**src/hw/gci_ci_monitor_map.svh**
```systemverilog
// Purpose: Offsets, field positions, reset values for the C/I and monitor
//          register bank.
// Assumes: Register indices are word indices; byte address is index * 4.
// Notes on behaviour
// - Bus access request bit makes the controller try to drive C/I0.
// - C/I0 transmit field writable anytime, sent every frame while bus access request and TIC access enable are both set.
// - C/I1 transmit field writable anytime, sent every frame until rewritten.
// - C/I0 receive field loads only data stable for two frames.
// - C/I1 receive field loads only data stable for two frames.
// - C/I0 change interrupt when contents differ from value last read.
// - C/I1 change interrupt when contents differ from value last read.
// - Peek registers copy receive registers without any side effect.
// - Unused channel slots leave the data line released (all ones).
// - Received monitor byte loads receive field and raises data-available.
// - Reading monitor receive register frees it for the next byte.
// - Monitor receive field cleared when monitor channel is disabled.
// - Monitor channel select picks channel 0 or 1 for monitor fields.
// - TIC access enable gates every bus access attempt.
// - Each status source interrupts only while its mask bit is set.
`ifndef GCI_CI_MONITOR_MAP_SVH
`define GCI_CI_MONITOR_MAP_SVH

`define IDX_STATUS 10'h2a0
`define IDX_CONFIG 10'h2a2
`define IDX_MASK 10'h2a4
`define IDX_TIC 10'h2a6
`define IDX_CI0_TX 10'h2ae
`define IDX_CI0_RX 10'h2b0
`define IDX_CI0_PEEK 10'h2b2
`define IDX_CI1_TX 10'h2b4
`define IDX_CI1_RX 10'h2b6
`define IDX_CI1_PEEK 10'h2b8
`define IDX_MON_TX 10'h2ba
`define IDX_MON_RX 10'h2bc
`define IDX_MON_PEEK 10'h2be

`define BIT_BAR 7
`define BIT_TIC_EN 7
`define BIT_MON_SEL 0
`define BIT_MON_EN 1
`define BIT_CHG_CI1 7
`define BIT_CHG_CI0 6
`define BIT_MXBA 1
`define BIT_MRDA 0

`define RST_CI0 4'h0f
`define RST_CI1 6'h3f
`define RST_MON_TX 8'hff
`define RST_MON_RX 8'h00

`define FRAME_LAST 5'h1f
`define POS_MON0 24
`define POS_MON1 16
`define POS_CI0 12
`define POS_CI1 6

`endif

```
**src/hw/gci_ci_monitor_pkg.sv**
```systemverilog
// Purpose: Types shared by the C/I and monitor register bank.
// Assumes: Nothing beyond the map header.
// Notes: Monitor transmit states are Gray coded along idle-loaded-sending.
package gci_ci_monitor_pkg;

    typedef enum logic [1:0] {
        MTX_IDLE = 2'b00,
        MTX_LOADED = 2'b01,
        MTX_SENDING = 2'b11
    } mtx_state_t;

    typedef struct packed {
        logic tic_en;
        logic mon_en;
        logic mon_sel;
    } gci_cfg_t;

    typedef struct packed {
        logic chg_ci1;
        logic chg_ci0;
        logic mxba;
        logic mrda;
    } gci_evt_t;

endpackage : gci_ci_monitor_pkg

```
**src/hw/gci_ci_monitor_regs.sv**
```systemverilog
// Purpose: APB register bank and frame engine for the C/I0, C/I1 and
//          monitor channels of a GCI link.
// Assumes: 32-bit frame per frame sync; link clock and pins are sampled
//          through two flip-flops; APB answers in the second access cycle.
// Notes: Event bits are sticky, cleared by writing one; set beats clear.
`include "gci_ci_monitor_map.svh"

module gci_ci_monitor_regs
    import gci_ci_monitor_pkg::*;
#(
    parameter int ADDR_W = 12
) (
    input wire logic CLK_SYS,
    input wire logic RESETN,
    input wire logic CE,
    input wire logic PSEL,
    input wire logic PENABLE,
    input wire logic PWRITE,
    input wire logic [ADDR_W-1:0] PADDR,
    input wire logic [31:0] PWDATA,
    output logic [31:0] PRDATA,
    output logic PREADY,
    output logic PSLVERR,
    output logic IRQ,
    input wire logic LINK_CLK_IN,
    input wire logic FRAME_SYNC_IN,
    input wire logic DOWNSTREAM_DATA_LINE_IN,
    output logic UPSTREAM_DATA_LINE_OUT,
    output logic UPSTREAM_DATA_LINE_OE
);

    // Decode needs index bits 11:2
    if (ADDR_W < 12) begin : g_addr_check
        $error("ADDR_W must be at least 12");
    end

    // Synchronisers: stage 1 feeds only stage 2
    logic [2:0] s1;
    logic [2:0] s2;
    logic dcl_d;

    always_ff @(posedge CLK_SYS or negedge RESETN) begin
        if (!RESETN) begin
            s1 <= 3'h0;
            s2 <= 3'h0;
            dcl_d <= 1'b0;
        end else if (CE) begin
            s1 <= {LINK_CLK_IN, FRAME_SYNC_IN, DOWNSTREAM_DATA_LINE_IN};
            s2 <= s1;
            dcl_d <= s2[2];
        end
    end

    logic dcl_rise;
    logic dcl_fall;
    logic fsc;
    logic dd;
    assign dcl_rise = s2[2] & ~dcl_d;
    assign dcl_fall = ~s2[2] & dcl_d;
    assign fsc = s2[1];
    assign dd = s2[0];

    function automatic logic at(input logic [ADDR_W-1:0] a,
                                input logic [9:0] idx);
        at = (a[11:2] == idx) && (a[1:0] == 2'b00);
    endfunction : at

    // State
    logic pready;
    logic pslverr;
    logic [31:0] prdata;
    logic irq;
    gci_cfg_t cfg;
    gci_evt_t status;
    gci_evt_t mask;
    logic bar;
    logic [3:0] ci0_tx;
    logic [5:0] ci1_tx;
    logic [7:0] mon_tx;
    logic [3:0] ci0_rx;
    logic [5:0] ci1_rx;
    logic [7:0] mon_rx;
    logic [3:0] ci0_prev;
    logic [5:0] ci1_prev;
    logic [3:0] ci0_seen;
    logic [5:0] ci1_seen;
    logic mon_free;
    mtx_state_t mtx;
    logic [4:0] bit_cnt;
    logic [31:0] rx_sh;
    logic [31:0] tx_sh;
    logic [31:0] tx_use;
    logic du_oe;

    logic next_pready;
    logic next_pslverr;
    logic [31:0] next_prdata;
    logic next_irq;
    gci_cfg_t next_cfg;
    gci_evt_t next_status;
    gci_evt_t next_mask;
    logic next_bar;
    logic [3:0] next_ci0_tx;
    logic [5:0] next_ci1_tx;
    logic [7:0] next_mon_tx;
    logic [3:0] next_ci0_rx;
    logic [5:0] next_ci1_rx;
    logic [7:0] next_mon_rx;
    logic [3:0] next_ci0_prev;
    logic [5:0] next_ci1_prev;
    logic [3:0] next_ci0_seen;
    logic [5:0] next_ci1_seen;
    logic next_mon_free;
    mtx_state_t next_mtx;
    logic [4:0] next_bit_cnt;
    logic [31:0] next_rx_sh;
    logic [31:0] next_tx_sh;
    logic [31:0] next_tx_use;
    logic next_du_oe;

    logic done;
    logic wr;
    logic rd;
    logic [31:0] frame;
    logic [31:0] rdv;
    logic hit;
    gci_evt_t set;
    gci_evt_t clr;
    logic [7:0] mon_in;
    logic ci0_drive;

    always_comb begin
        done = PSEL & PENABLE & pready;
        wr = done & PWRITE;
        rd = done & ~PWRITE;
        frame = {rx_sh[30:0], dd};
        mon_in = cfg.mon_sel ? frame[`POS_MON1 +: 8]
                             : frame[`POS_MON0 +: 8];
        ci0_drive = bar & cfg.tic_en;
        set = '0;
        clr = '0;
        rdv = 32'h0000_0000;
        hit = 1'b1;

        next_cfg = cfg;
        next_mask = mask;
        next_bar = bar;
        next_ci0_tx = ci0_tx;
        next_ci1_tx = ci1_tx;
        next_mon_tx = mon_tx;
        next_ci0_rx = ci0_rx;
        next_ci1_rx = ci1_rx;
        next_mon_rx = mon_rx;
        next_ci0_prev = ci0_prev;
        next_ci1_prev = ci1_prev;
        next_ci0_seen = ci0_seen;
        next_ci1_seen = ci1_seen;
        next_mon_free = mon_free;
        next_mtx = mtx;
        next_bit_cnt = bit_cnt;
        next_rx_sh = rx_sh;
        next_tx_sh = tx_sh;
        next_tx_use = tx_use;
        next_du_oe = du_oe;

        // Read decode; peeks carry no side effect
        case (PADDR[11:2])
            `IDX_STATUS: rdv[7:0] = {status.chg_ci1, status.chg_ci0,
                                     4'h0, status.mxba, status.mrda};
            `IDX_CONFIG: rdv[1:0] = {cfg.mon_en, cfg.mon_sel};
            `IDX_MASK: rdv[7:0] = {mask.chg_ci1, mask.chg_ci0,
                                   4'h0, mask.mxba, mask.mrda};
            `IDX_TIC: rdv[`BIT_TIC_EN] = cfg.tic_en;
            `IDX_CI0_TX: rdv[7:0] = {bar, 3'h0, ci0_tx};
            `IDX_CI0_RX: rdv[3:0] = ci0_rx;
            `IDX_CI0_PEEK: rdv[3:0] = ci0_rx;
            `IDX_CI1_TX: rdv[5:0] = ci1_tx;
            `IDX_CI1_RX: rdv[5:0] = ci1_rx;
            `IDX_CI1_PEEK: rdv[5:0] = ci1_rx;
            `IDX_MON_TX: rdv[7:0] = mon_tx;
            `IDX_MON_RX: rdv[7:0] = mon_rx;
            `IDX_MON_PEEK: rdv[7:0] = mon_rx;
            default: hit = 1'b0;
        endcase
        hit = hit & (PADDR[1:0] == 2'b00);
        // Refused reads return zero
        if (!hit) begin
            rdv = 32'h0000_0000;
        end

        next_pready = PSEL & PENABLE & ~pready;
        next_prdata = next_pready ? rdv : prdata;
        next_pslverr = next_pready & ~hit;

        // Writes; reserved bits are dropped, software keeps them at reset
        if (wr && hit) begin
            if (at(PADDR, `IDX_STATUS)) begin
                clr.chg_ci1 = PWDATA[`BIT_CHG_CI1];
                clr.chg_ci0 = PWDATA[`BIT_CHG_CI0];
                clr.mxba = PWDATA[`BIT_MXBA];
                clr.mrda = PWDATA[`BIT_MRDA];
            end
            if (at(PADDR, `IDX_CONFIG)) begin
                next_cfg.mon_sel = PWDATA[`BIT_MON_SEL];
                next_cfg.mon_en = PWDATA[`BIT_MON_EN];
            end
            if (at(PADDR, `IDX_MASK)) begin
                next_mask = {PWDATA[`BIT_CHG_CI1], PWDATA[`BIT_CHG_CI0],
                             PWDATA[`BIT_MXBA], PWDATA[`BIT_MRDA]};
            end
            if (at(PADDR, `IDX_TIC)) begin
                next_cfg.tic_en = PWDATA[`BIT_TIC_EN];
            end
            if (at(PADDR, `IDX_CI0_TX)) begin
                next_bar = PWDATA[`BIT_BAR];
                next_ci0_tx = PWDATA[3:0];
            end
            if (at(PADDR, `IDX_CI1_TX)) begin
                next_ci1_tx = PWDATA[5:0];
            end
            if (at(PADDR, `IDX_MON_TX) && mtx != MTX_SENDING) begin
                next_mon_tx = PWDATA[7:0];
                next_mtx = MTX_LOADED;
            end
        end
        if (rd && at(PADDR, `IDX_CI0_RX)) begin
            next_ci0_seen = ci0_rx;
        end
        if (rd && at(PADDR, `IDX_CI1_RX)) begin
            next_ci1_seen = ci1_rx;
        end
        if (rd && at(PADDR, `IDX_MON_RX)) begin
            next_mon_free = 1'b1;
        end

        // Link: rising edge advances the slot, falling edge samples
        if (dcl_rise) begin
            if (fsc) begin
                next_bit_cnt = 5'h00;
                // Slots not in use stay released
                next_tx_sh = 32'hffff_ffff;
                next_tx_use = 32'h0000_0000;
                next_tx_sh[`POS_CI1 +: 6] = ci1_tx;
                next_tx_use[`POS_CI1 +: 6] = 6'h3f;
                if (ci0_drive) begin
                    next_tx_sh[`POS_CI0 +: 4] = ci0_tx;
                    next_tx_use[`POS_CI0 +: 4] = 4'hf;
                end
                if (mtx == MTX_LOADED && cfg.mon_en) begin
                    next_mtx = MTX_SENDING;
                    if (cfg.mon_sel) begin
                        next_tx_sh[`POS_MON1 +: 8] = mon_tx;
                        next_tx_use[`POS_MON1 +: 8] = 8'hff;
                    end else begin
                        next_tx_sh[`POS_MON0 +: 8] = mon_tx;
                        next_tx_use[`POS_MON0 +: 8] = 8'hff;
                    end
                end
            end else begin
                next_bit_cnt = bit_cnt + 5'h01;
                next_tx_sh = {tx_sh[30:0], 1'b1};
                next_tx_use = {tx_use[30:0], 1'b0};
            end
            // Open drain: only a used slot carrying zero pulls the line
            next_du_oe = next_tx_use[31] & ~next_tx_sh[31];
        end
        if (dcl_fall) begin
            next_rx_sh = frame;
            if (bit_cnt == `FRAME_LAST) begin
                // Two equal frames in a row make data valid
                next_ci0_prev = frame[`POS_CI0 +: 4];
                if (frame[`POS_CI0 +: 4] == ci0_prev) begin
                    next_ci0_rx = ci0_prev;
                end
                next_ci1_prev = frame[`POS_CI1 +: 6];
                if (frame[`POS_CI1 +: 6] == ci1_prev) begin
                    next_ci1_rx = ci1_prev;
                end
                // Idle monitor slot reads as all ones and is skipped
                if (cfg.mon_en && next_mon_free && mon_in != 8'hff) begin
                    next_mon_rx = mon_in;
                    next_mon_free = 1'b0;
                    set.mrda = 1'b1;
                end
                if (mtx == MTX_SENDING) begin
                    next_mtx = MTX_IDLE;
                    set.mxba = 1'b1;
                end
            end
        end
        if (!cfg.mon_en) begin
            next_mon_rx = `RST_MON_RX;
            next_mon_free = 1'b1;
        end

        set.chg_ci0 = next_ci0_rx != ci0_rx && next_ci0_rx != next_ci0_seen;
        set.chg_ci1 = next_ci1_rx != ci1_rx && next_ci1_rx != next_ci1_seen;
        next_status = set | (status & ~clr);
        next_irq = |(next_status & next_mask);
    end

    always_ff @(posedge CLK_SYS or negedge RESETN) begin
        if (!RESETN) begin
            pready <= 1'b0;
            pslverr <= 1'b0;
            prdata <= 32'h0000_0000;
            irq <= 1'b0;
            cfg <= '0;
            status <= '0;
            mask <= '0;
            bar <= 1'b0;
            ci0_tx <= `RST_CI0;
            ci1_tx <= `RST_CI1;
            mon_tx <= `RST_MON_TX;
            ci0_rx <= `RST_CI0;
            ci1_rx <= `RST_CI1;
            mon_rx <= `RST_MON_RX;
            ci0_prev <= `RST_CI0;
            ci1_prev <= `RST_CI1;
            ci0_seen <= `RST_CI0;
            ci1_seen <= `RST_CI1;
            mon_free <= 1'b1;
            mtx <= MTX_IDLE;
            bit_cnt <= 5'h00;
            rx_sh <= 32'hffff_ffff;
            tx_sh <= 32'hffff_ffff;
            tx_use <= 32'h0000_0000;
            du_oe <= 1'b0;
        end else if (CE) begin
            pready <= next_pready;
            pslverr <= next_pslverr;
            prdata <= next_prdata;
            irq <= next_irq;
            cfg <= next_cfg;
            status <= next_status;
            mask <= next_mask;
            bar <= next_bar;
            ci0_tx <= next_ci0_tx;
            ci1_tx <= next_ci1_tx;
            mon_tx <= next_mon_tx;
            ci0_rx <= next_ci0_rx;
            ci1_rx <= next_ci1_rx;
            mon_rx <= next_mon_rx;
            ci0_prev <= next_ci0_prev;
            ci1_prev <= next_ci1_prev;
            ci0_seen <= next_ci0_seen;
            ci1_seen <= next_ci1_seen;
            mon_free <= next_mon_free;
            mtx <= next_mtx;
            bit_cnt <= next_bit_cnt;
            rx_sh <= next_rx_sh;
            tx_sh <= next_tx_sh;
            tx_use <= next_tx_use;
            du_oe <= next_du_oe;
        end
    end

    assign PREADY = pready;
    assign PSLVERR = pslverr;
    assign PRDATA = prdata;
    assign IRQ = irq;
    assign UPSTREAM_DATA_LINE_OE = du_oe;
    assign UPSTREAM_DATA_LINE_OUT = 1'b0;

endmodule : gci_ci_monitor_regs

```
**config.mk**
```make
export PLATFORM = sky130hd
export DESIGN_NAME = gci_ci_monitor_regs
export DESIGN_NICKNAME = d
export VERILOG_FILES = /design/src/hw/gci_ci_monitor_pkg.sv /design/src/hw/gci_ci_monitor_regs.sv
export VERILOG_INCLUDE_DIRS = /design/src /design/src/hw
export SDC_FILE = /design/constraint.sdc
export NUM_CORES = 1
export LEC_CHECK = 0
export BUFFER_PORTS_ARGS = -buffer_cell sky130_fd_sc_hd__buf_2
export CAP_MARGIN = 5
export CORE_MARGIN = 2
export CORE_UTILIZATION = 29
export DETAILED_ROUTE_END_ITERATION = 8
export SYNTH_ARGS = -nofsm -noshare
export SYNTH_HDL_FRONTEND = slang
export SYNTH_SLANG_ARGS = --single-unit
export TNS_END_PERCENT = 5
```
**constraint.sdc**
```tcl
create_clock -name CLK_SYS -period 3.5 [get_ports CLK_SYS]
set_clock_uncertainty 0.15 [all_clocks]
set_input_delay 0.175 -clock CLK_SYS [delete_from_list [all_inputs] [get_ports CLK_SYS]]
set_output_delay 0.175 -clock CLK_SYS [all_outputs]
set_load 0.05 [all_outputs]
```
==> impl_metrics.ini, run 1 <==
[clock_tree]
cts_setup_buffers = 0
clk_path_buf_depth = 2
clkSinkCount = 176
htree_num_levels = 4
clk_latency_worst_skew_pair_ps = 430
clk_root_buffer_cell = clkbuf_16
tritoncts = built
number_of_buffers_added_by_the_clock_tree_synthesis_step = 17
cts.reportedPaths.clkPinSlew_ps = 70

[grt]
grt_max_degree = 114
global_route.usage.total_pct = 13.4
first_global_vias = 6273
grt_pass1_wl_um = 34900
antenna_violations_before_repair = 2
grt_overflow = 0

[timing]
peak_freq_mhz = 329
totalNegativeSetupSlack_ps = 0
finalMaxSlewViolations = 0
worst-slew-pin-transition_ps = 958
final_min_period_over_clock_period_pct = 86.8
post-route-min-period_ps = 3040
finalSetupViolCount = 0
max-slew-margin-rel_pct = 35.7
report.final.hold_viol_count = 0
grt_setup_unrepaired = false
final.hold.worst_slack_ps = 174

[logic_synthesis]
synth.yosys.warnings = 0
synthArstFlopShare_pct = 100
synth_cell_type_count = 79
synth-edff-count = 0
syn-cell-area_um2 = 9110
postSynthCellCount = 867
syn-mean-instance-area_um2 = 10.5
synth_seq_cells = 176
ys_seq_area_share_pct = 49.8
ys.flop_type = dfstp_2

[critical_path]
cp_slowest_stage_delay_ps = 410
worst_ep_required_time_ps = 3710
worstPathArrival_ps = 3250
critical_path.max_fanout = 10
critical-path-top-cell-by-count = ha_1
timing.critical_path.max_delay_family = simple AND/OR/NAND/NOR gates
crit_chain = ha_1 > and3_1 > ha_1 > nand3b_4 > nor3_2 > nand2_2 > a22o_1 > a2111o_1 > nand4_1 > o21ai_1 > o21bai_1
crit_path_top_delay_cell = a2111o_1
cp_num_buf_inv = 0
setup.worst_path.end_class = register
category_of_the_most_critical_setup_path = register to register
cp-start-kind = register

[cells_and_area]
drive_above_1_share_pct = 32.6
layout-area-overhead-vs-synth_pct = 13.1
layout.cells.most_common = nand2_1
layout.nets = 949
final_util_pct = 33.5
final.fill_count = 3141
layout_common_cells = nand2_1, dfstp_2, mux2_2

[route]
postRouteAntennaNets = 0
drc = 0
detail_route.iter0.violations = 482
drt_pre_antenna_iters = 7
via_count = 6457
drt-wirelength-per-cell_um = 16.3
finalWirelength_um = 21300
vias_per_cell = 4.95

[placement]
place.detailed.hpwl_um = 15000
gp_congestion = 0.880
port_buffers = 40

[power_and_ir_drop]
vdd.ir_drop.worst_uv = 397
power_per_cell_area_nw_per_um2 = 506
p_leak_nw = 4.27

[die]
initial_utilization_pct = 29.6
die_area_um2 = 32800
die-height_um = 181
fp-row-count = 64
core_region_um2 = 30700
number_of_top_level_pins = 90
die_width_um = 181

[worst_hold_path]
min-delay-path-class = input port to asynchronous set/reset pin

[status]
result_of_the_run = finished clean

[run]
cap_violations = 0
through the flow:
stage,std cells,total power [W],area (um2),worst slack [ps]
2_1_floorplan,891,0.00314,9200,915
3_3_place_gp,1258,0.00331,9580,508
3_5_place_dp,1258,0.00333,9580,513
4_1_cts,1303,0.00528,10300,480
5_1_grt,1304,0.00551,10300,223
6_report,1304,0.00522,10300,463
worst paths after layout:
kind                            start          to  slack, ps  cells after the start
setup / recovery           bit_cnt[0]         IRQ        460                     11
hold / removal                 RESETN       s1[0]        170                      2
setup reg to reg           bit_cnt[0]         IRQ        460                     11
hold reg to reg            tx_use[20]  tx_use[20]        330                      2
max in group asynchronous      RESETN  tx_use[13]       2080                      3
min in group CLK_SYS         PADDR[3]      cfg[1]        190                      3
timing repair:
item / in CTS / in global routing
endpoints found under the hold margin: 90 / 0
gates resized for setup: 0 / 0
hold buffers: 13 / 0
cells by family (layout without fill, tap and decap cells):
family	Yosys count	in the layout	share of synthesized area (%)
AND/OR/NAND/NOR	248	248	13.6
AO/OA/AOI/OAI	214	214	15.6
flip-flops	176	176	49.8
multiplexers	106	106	12.9
buffers and inverters	93	109	5.22
XOR/XNOR	27	27	2.60
adder cells (fa/ha/maj)	2	2	0.275
other	1	26	0.0412
registers in the layout, summed over array words and instances (netlist names), 4 cells and up:
name      flops
status        4
ci0_prev      4
ci1_prev      6
mon_tx        8
ci0_rx        4
tx_sh        25
ci1_tx        6
mask          4
ci0_seen      4
bit_cnt       5
rx_sh        31
PRDATA        8
ci1_rx        6
ci0_tx        4
tx_use       25
ci1_seen      6
mon_rx        8
where the power goes:
part	switching [W]	internal, W
clock network	0.000846	0.00107
registers	0.000185	0.00245
logic	0.000396	0.000268
total	0.00143	0.00379
layer usage:
| layer | global-route usage (%) | vias to the layer above | wire, um |
|---|---|---|---|
| li1 | - | 3114 | - |
| met1 | 18.9 | 3174 | 10200 |
| met2 | 20.6 | 140 | 9700 |
| met3 | 3.10 | 27 | 1020 |
| met4 | 3.58 | 2 | 325 |
| met5 | 0 | - | 7 |
layout make-up:
| class | count | area [um2] | share of cell area, % |
|---|---|---|---|
| Sequential cell | 176 | 4540 | 44.0 |
| Multi-Input combinational cell | 622 | 4200 | 40.7 |
| Tap cell | 396 | 495 | 4.81 |
| Timing Repair Buffer | 65 | 439 | 4.26 |
| Clock buffer | 19 | 433 | 4.20 |
| Clock inverter | 13 | 155 | 1.51 |
| Inverter | 12 | 45.0 | 0.437 |
| Antenna cell | 1 | 2.50 | 0.0243 |
Yosys cell counts, drive strengths merged, types with 4 or more instances:
cell type / n / share of area [%]
dfrtp: 71 / 20
o21ai: 85 / 4.7
dfstp: 105 / 30
nand4: 5 / 0.34
a211oi: 4 / 0.33
a221o: 4 / 0.44
clkbuf: 36 / 1.5
o22ai: 22 / 1.5
nand3: 19 / 1.1
mux2i: 21 / 2.3
and3: 5 / 0.34
nand2: 123 / 5.1
o31ai: 7 / 0.58
mux2: 85 / 11
nor2b: 5 / 0.34
a21oi: 30 / 1.7
and2: 7 / 0.48
buf: 45 / 3.2
o2bb2ai: 4 / 0.38
or2: 5 / 0.34
a22oi: 5 / 0.41
nor4: 6 / 0.98
xor2: 18 / 1.7
or3: 4 / 0.27
a22o: 15 / 1.4
xnor2: 9 / 0.87
nor3: 12 / 0.71
inv: 11 / 0.45
nor2: 40 / 1.6
a221oi: 4 / 0.38
nor3b: 4 / 0.33
(Power assumes the default switching activity.)
==> run 2, diff against run 1 <==
- CORE_UTILIZATION: 29 -> 30
- RECOVER_POWER: not set -> 25
==> run 2 against run 1 <==
The flow now finishes with violations (max-capacitance violations, max-slew violations). Worst setup slack gained 2.5 ps. Wire length up 1.4%. Final area is 0.16% higher. Via count rose by 1.5%. Global-route usage rose by 0.80 points. Critical path depth unchanged. Combinational power up 0.9%. Sequential power barely moved. Flip-flop and latch count unchanged. Critical path type unchanged. Critical endpoint unchanged.
==> impl_metrics.ini, run 2 (same netlist as run 1, synthesis figures left out) <==
[cells_and_area]
layout.area.seq_um2 = 4540
max_reg_flops = 31
layout.cells.most_common = nand2_1
multi_input_comb_area_um2 = 4200
layout.nets = 953
top_regs = rx_sh (31), tx_sh (25), tx_use (25)
drive_above_1_share_pct = 32.9
final.fill_count = 3031
regMostFlops = rx_sh
layout_common_cells = nand2_1, dfstp_2, mux2_2
finalNonFillerCells = 1302
layout.cell_area.non_filler_um2 = 10300
layout-area-overhead-vs-synth_pct = 13.3

[status]
violations = max-capacitance violations, max-slew violations
result_of_the_run = finished, violations left

[critical_path]
reg2reg_from = bit_cnt[0]
crit_path_top_delay_cell = a2111o_1
critical_path.max_fanout = 10
cp_slowest_stage_delay_ps = 420
cp-start-kind = register
setup.worst_path.end_class = register
category_of_the_most_critical_setup_path = register to register
crit_chain = ha_1 > and3_1 > ha_1 > nand3b_4 > nor3_2 > nand2_2 > a22o_1 > a2111o_1 > nand4_1 > o21ai_1 > o21bai_1
worstPathArrival_ps = 3250
worst_ep_required_time_ps = 3710
critical-path-top-cell-by-count = ha_1
timing.reg2reg.worst_path_depth = 11
cp_num_buf_inv = 0
timing.reg2reg.setup_slack_ps = 470
timing.critical_path.max_delay_family = simple AND/OR/NAND/NOR gates
crit-reg2reg-capture = IRQ

[power_and_ir_drop]
vdd.ir_drop.worst_uv = 322
p_leak_nw = 4.27
power_per_cell_area_nw_per_um2 = 509
p_total_w = 0.00525

[timing]
final.hold.worst_slack_ps = 178
worst-slew-pin-transition_ps = 2370
totalNegativeSetupSlack_ps = 0
finalSetupViolCount = 0
post-route-min-period_ps = 3030
max-slew-margin-rel_pct = -57.7
report.final.hold_viol_count = 0
grt_setup_unrepaired = false
peak_freq_mhz = 329
finalMaxSlewViolations = 92
final_min_period_over_clock_period_pct = 86.7

[placement]
dp_cells = 1256
place_area_um2 = 9590
place.detailed.hpwl_um = 15300
port_buffers = 40
gp_congestion = 0.855

[die]
die_width_um = 178
die_area_um2 = 31800
die-height_um = 178
number_of_top_level_pins = 90
initial_utilization_pct = 30.6
fp-row-count = 63
core_region_um2 = 29800

[route]
postRouteAntennaNets = 0
drt-wirelength-per-cell_um = 16.6
finalWirelength_um = 21600
vias_per_cell = 5.04
detail_route.iter0.violations = 565
via_count = 6557
drt_pre_antenna_iters = 6
drc = 0

[clock_tree]
cells_resized_by_post_cts_repair = 0
cts_setup_buffers = 0
clkSinkCount = 176
number_of_buffers_added_by_the_clock_tree_synthesis_step = 17
clk_path_buf_depth = 2
clk_latency_worst_skew_pair_ps = 440
cts.reportedPaths.clkPinSlew_ps = 80
clk_root_buffer_cell = clkbuf_16
tritoncts = built
htree_num_levels = 4
cts_hold_buffers = 13

[grt]
grt_pass1_wl_um = 34900
grt_overflow = 0
antenna_violations_before_repair = 2
global_route.usage.total_pct = 14.2
grt_max_degree = 92
first_global_vias = 6361

[worst_hold_path]
holdPathEnd = cfg[0]
hold_path.startpoint = PADDR[3]
worstHoldPathCells = 3
min-delay-path-class = input port to register

[run]
cap_violations = 1
-- run 2: cell count changes in the layout (fill, tap and decap cells not counted), sizes merged --
cell      change
buf           +1
clkbuf        +1
clkinvlp      +2
-- run 2: tightest hold or removal path, stage by stage --
cell     delay, ps
buf_2          210
nand4_1        180
mux2_2         170
-- run 2: worst max path at each step --
stage	end	startpoint	slack, ps	depth (start not counted)
global placement	IRQ	bit_cnt[0]	510	11
global route	IRQ	bit_cnt[0]	220	11
finish	IRQ	bit_cnt[0]	470	11
CTS	IRQ	bit_cnt[0]	450	11
floorplan	IRQ	bit_cnt[0]	910	11
detailed placement	IRQ	bit_cnt[0]	490	11
-- run 2: layer usage --
| layer | track usage (%) | vias to the layer above | share of wire [%] |
|---|---|---|---|
| met4 | 4.23 | 2 | 1.1 |
| met3 | 3.13 | 27 | 5.1 |
| li1 | - | 3138 | - |
| met2 | 22.1 | 159 | 47 |
| met5 | 0 | - | 0.056 |
| met1 | 19.8 | 3231 | 47 |
-- run 2: layout make-up --
type,count,share of cell area [%]
flip-flops and latches,176,44.0
multi-input cells,622,40.7
clock buffers,17,4.12
repair buffers,69,4.34
inverters,12,0.436
well taps,390,4.73
clock inverters,15,1.72
diodes,1,0.0242
-- run 2: where the power goes --
group,internal [W],switching (W)
Sequential,0.00245,0.000187
Combinational,0.000269,0.000402
Clock,0.00107,0.000872
Total,0.00379,0.00146
-- run 2: through the flow --
stage                     util, %  worst slack (ps)
after floorplan                 -               915
after global placement       32.2               511
after detailed placement     32.2               490
after CTS                    34.7               447
after global routing         34.6               222
final                        34.6               465
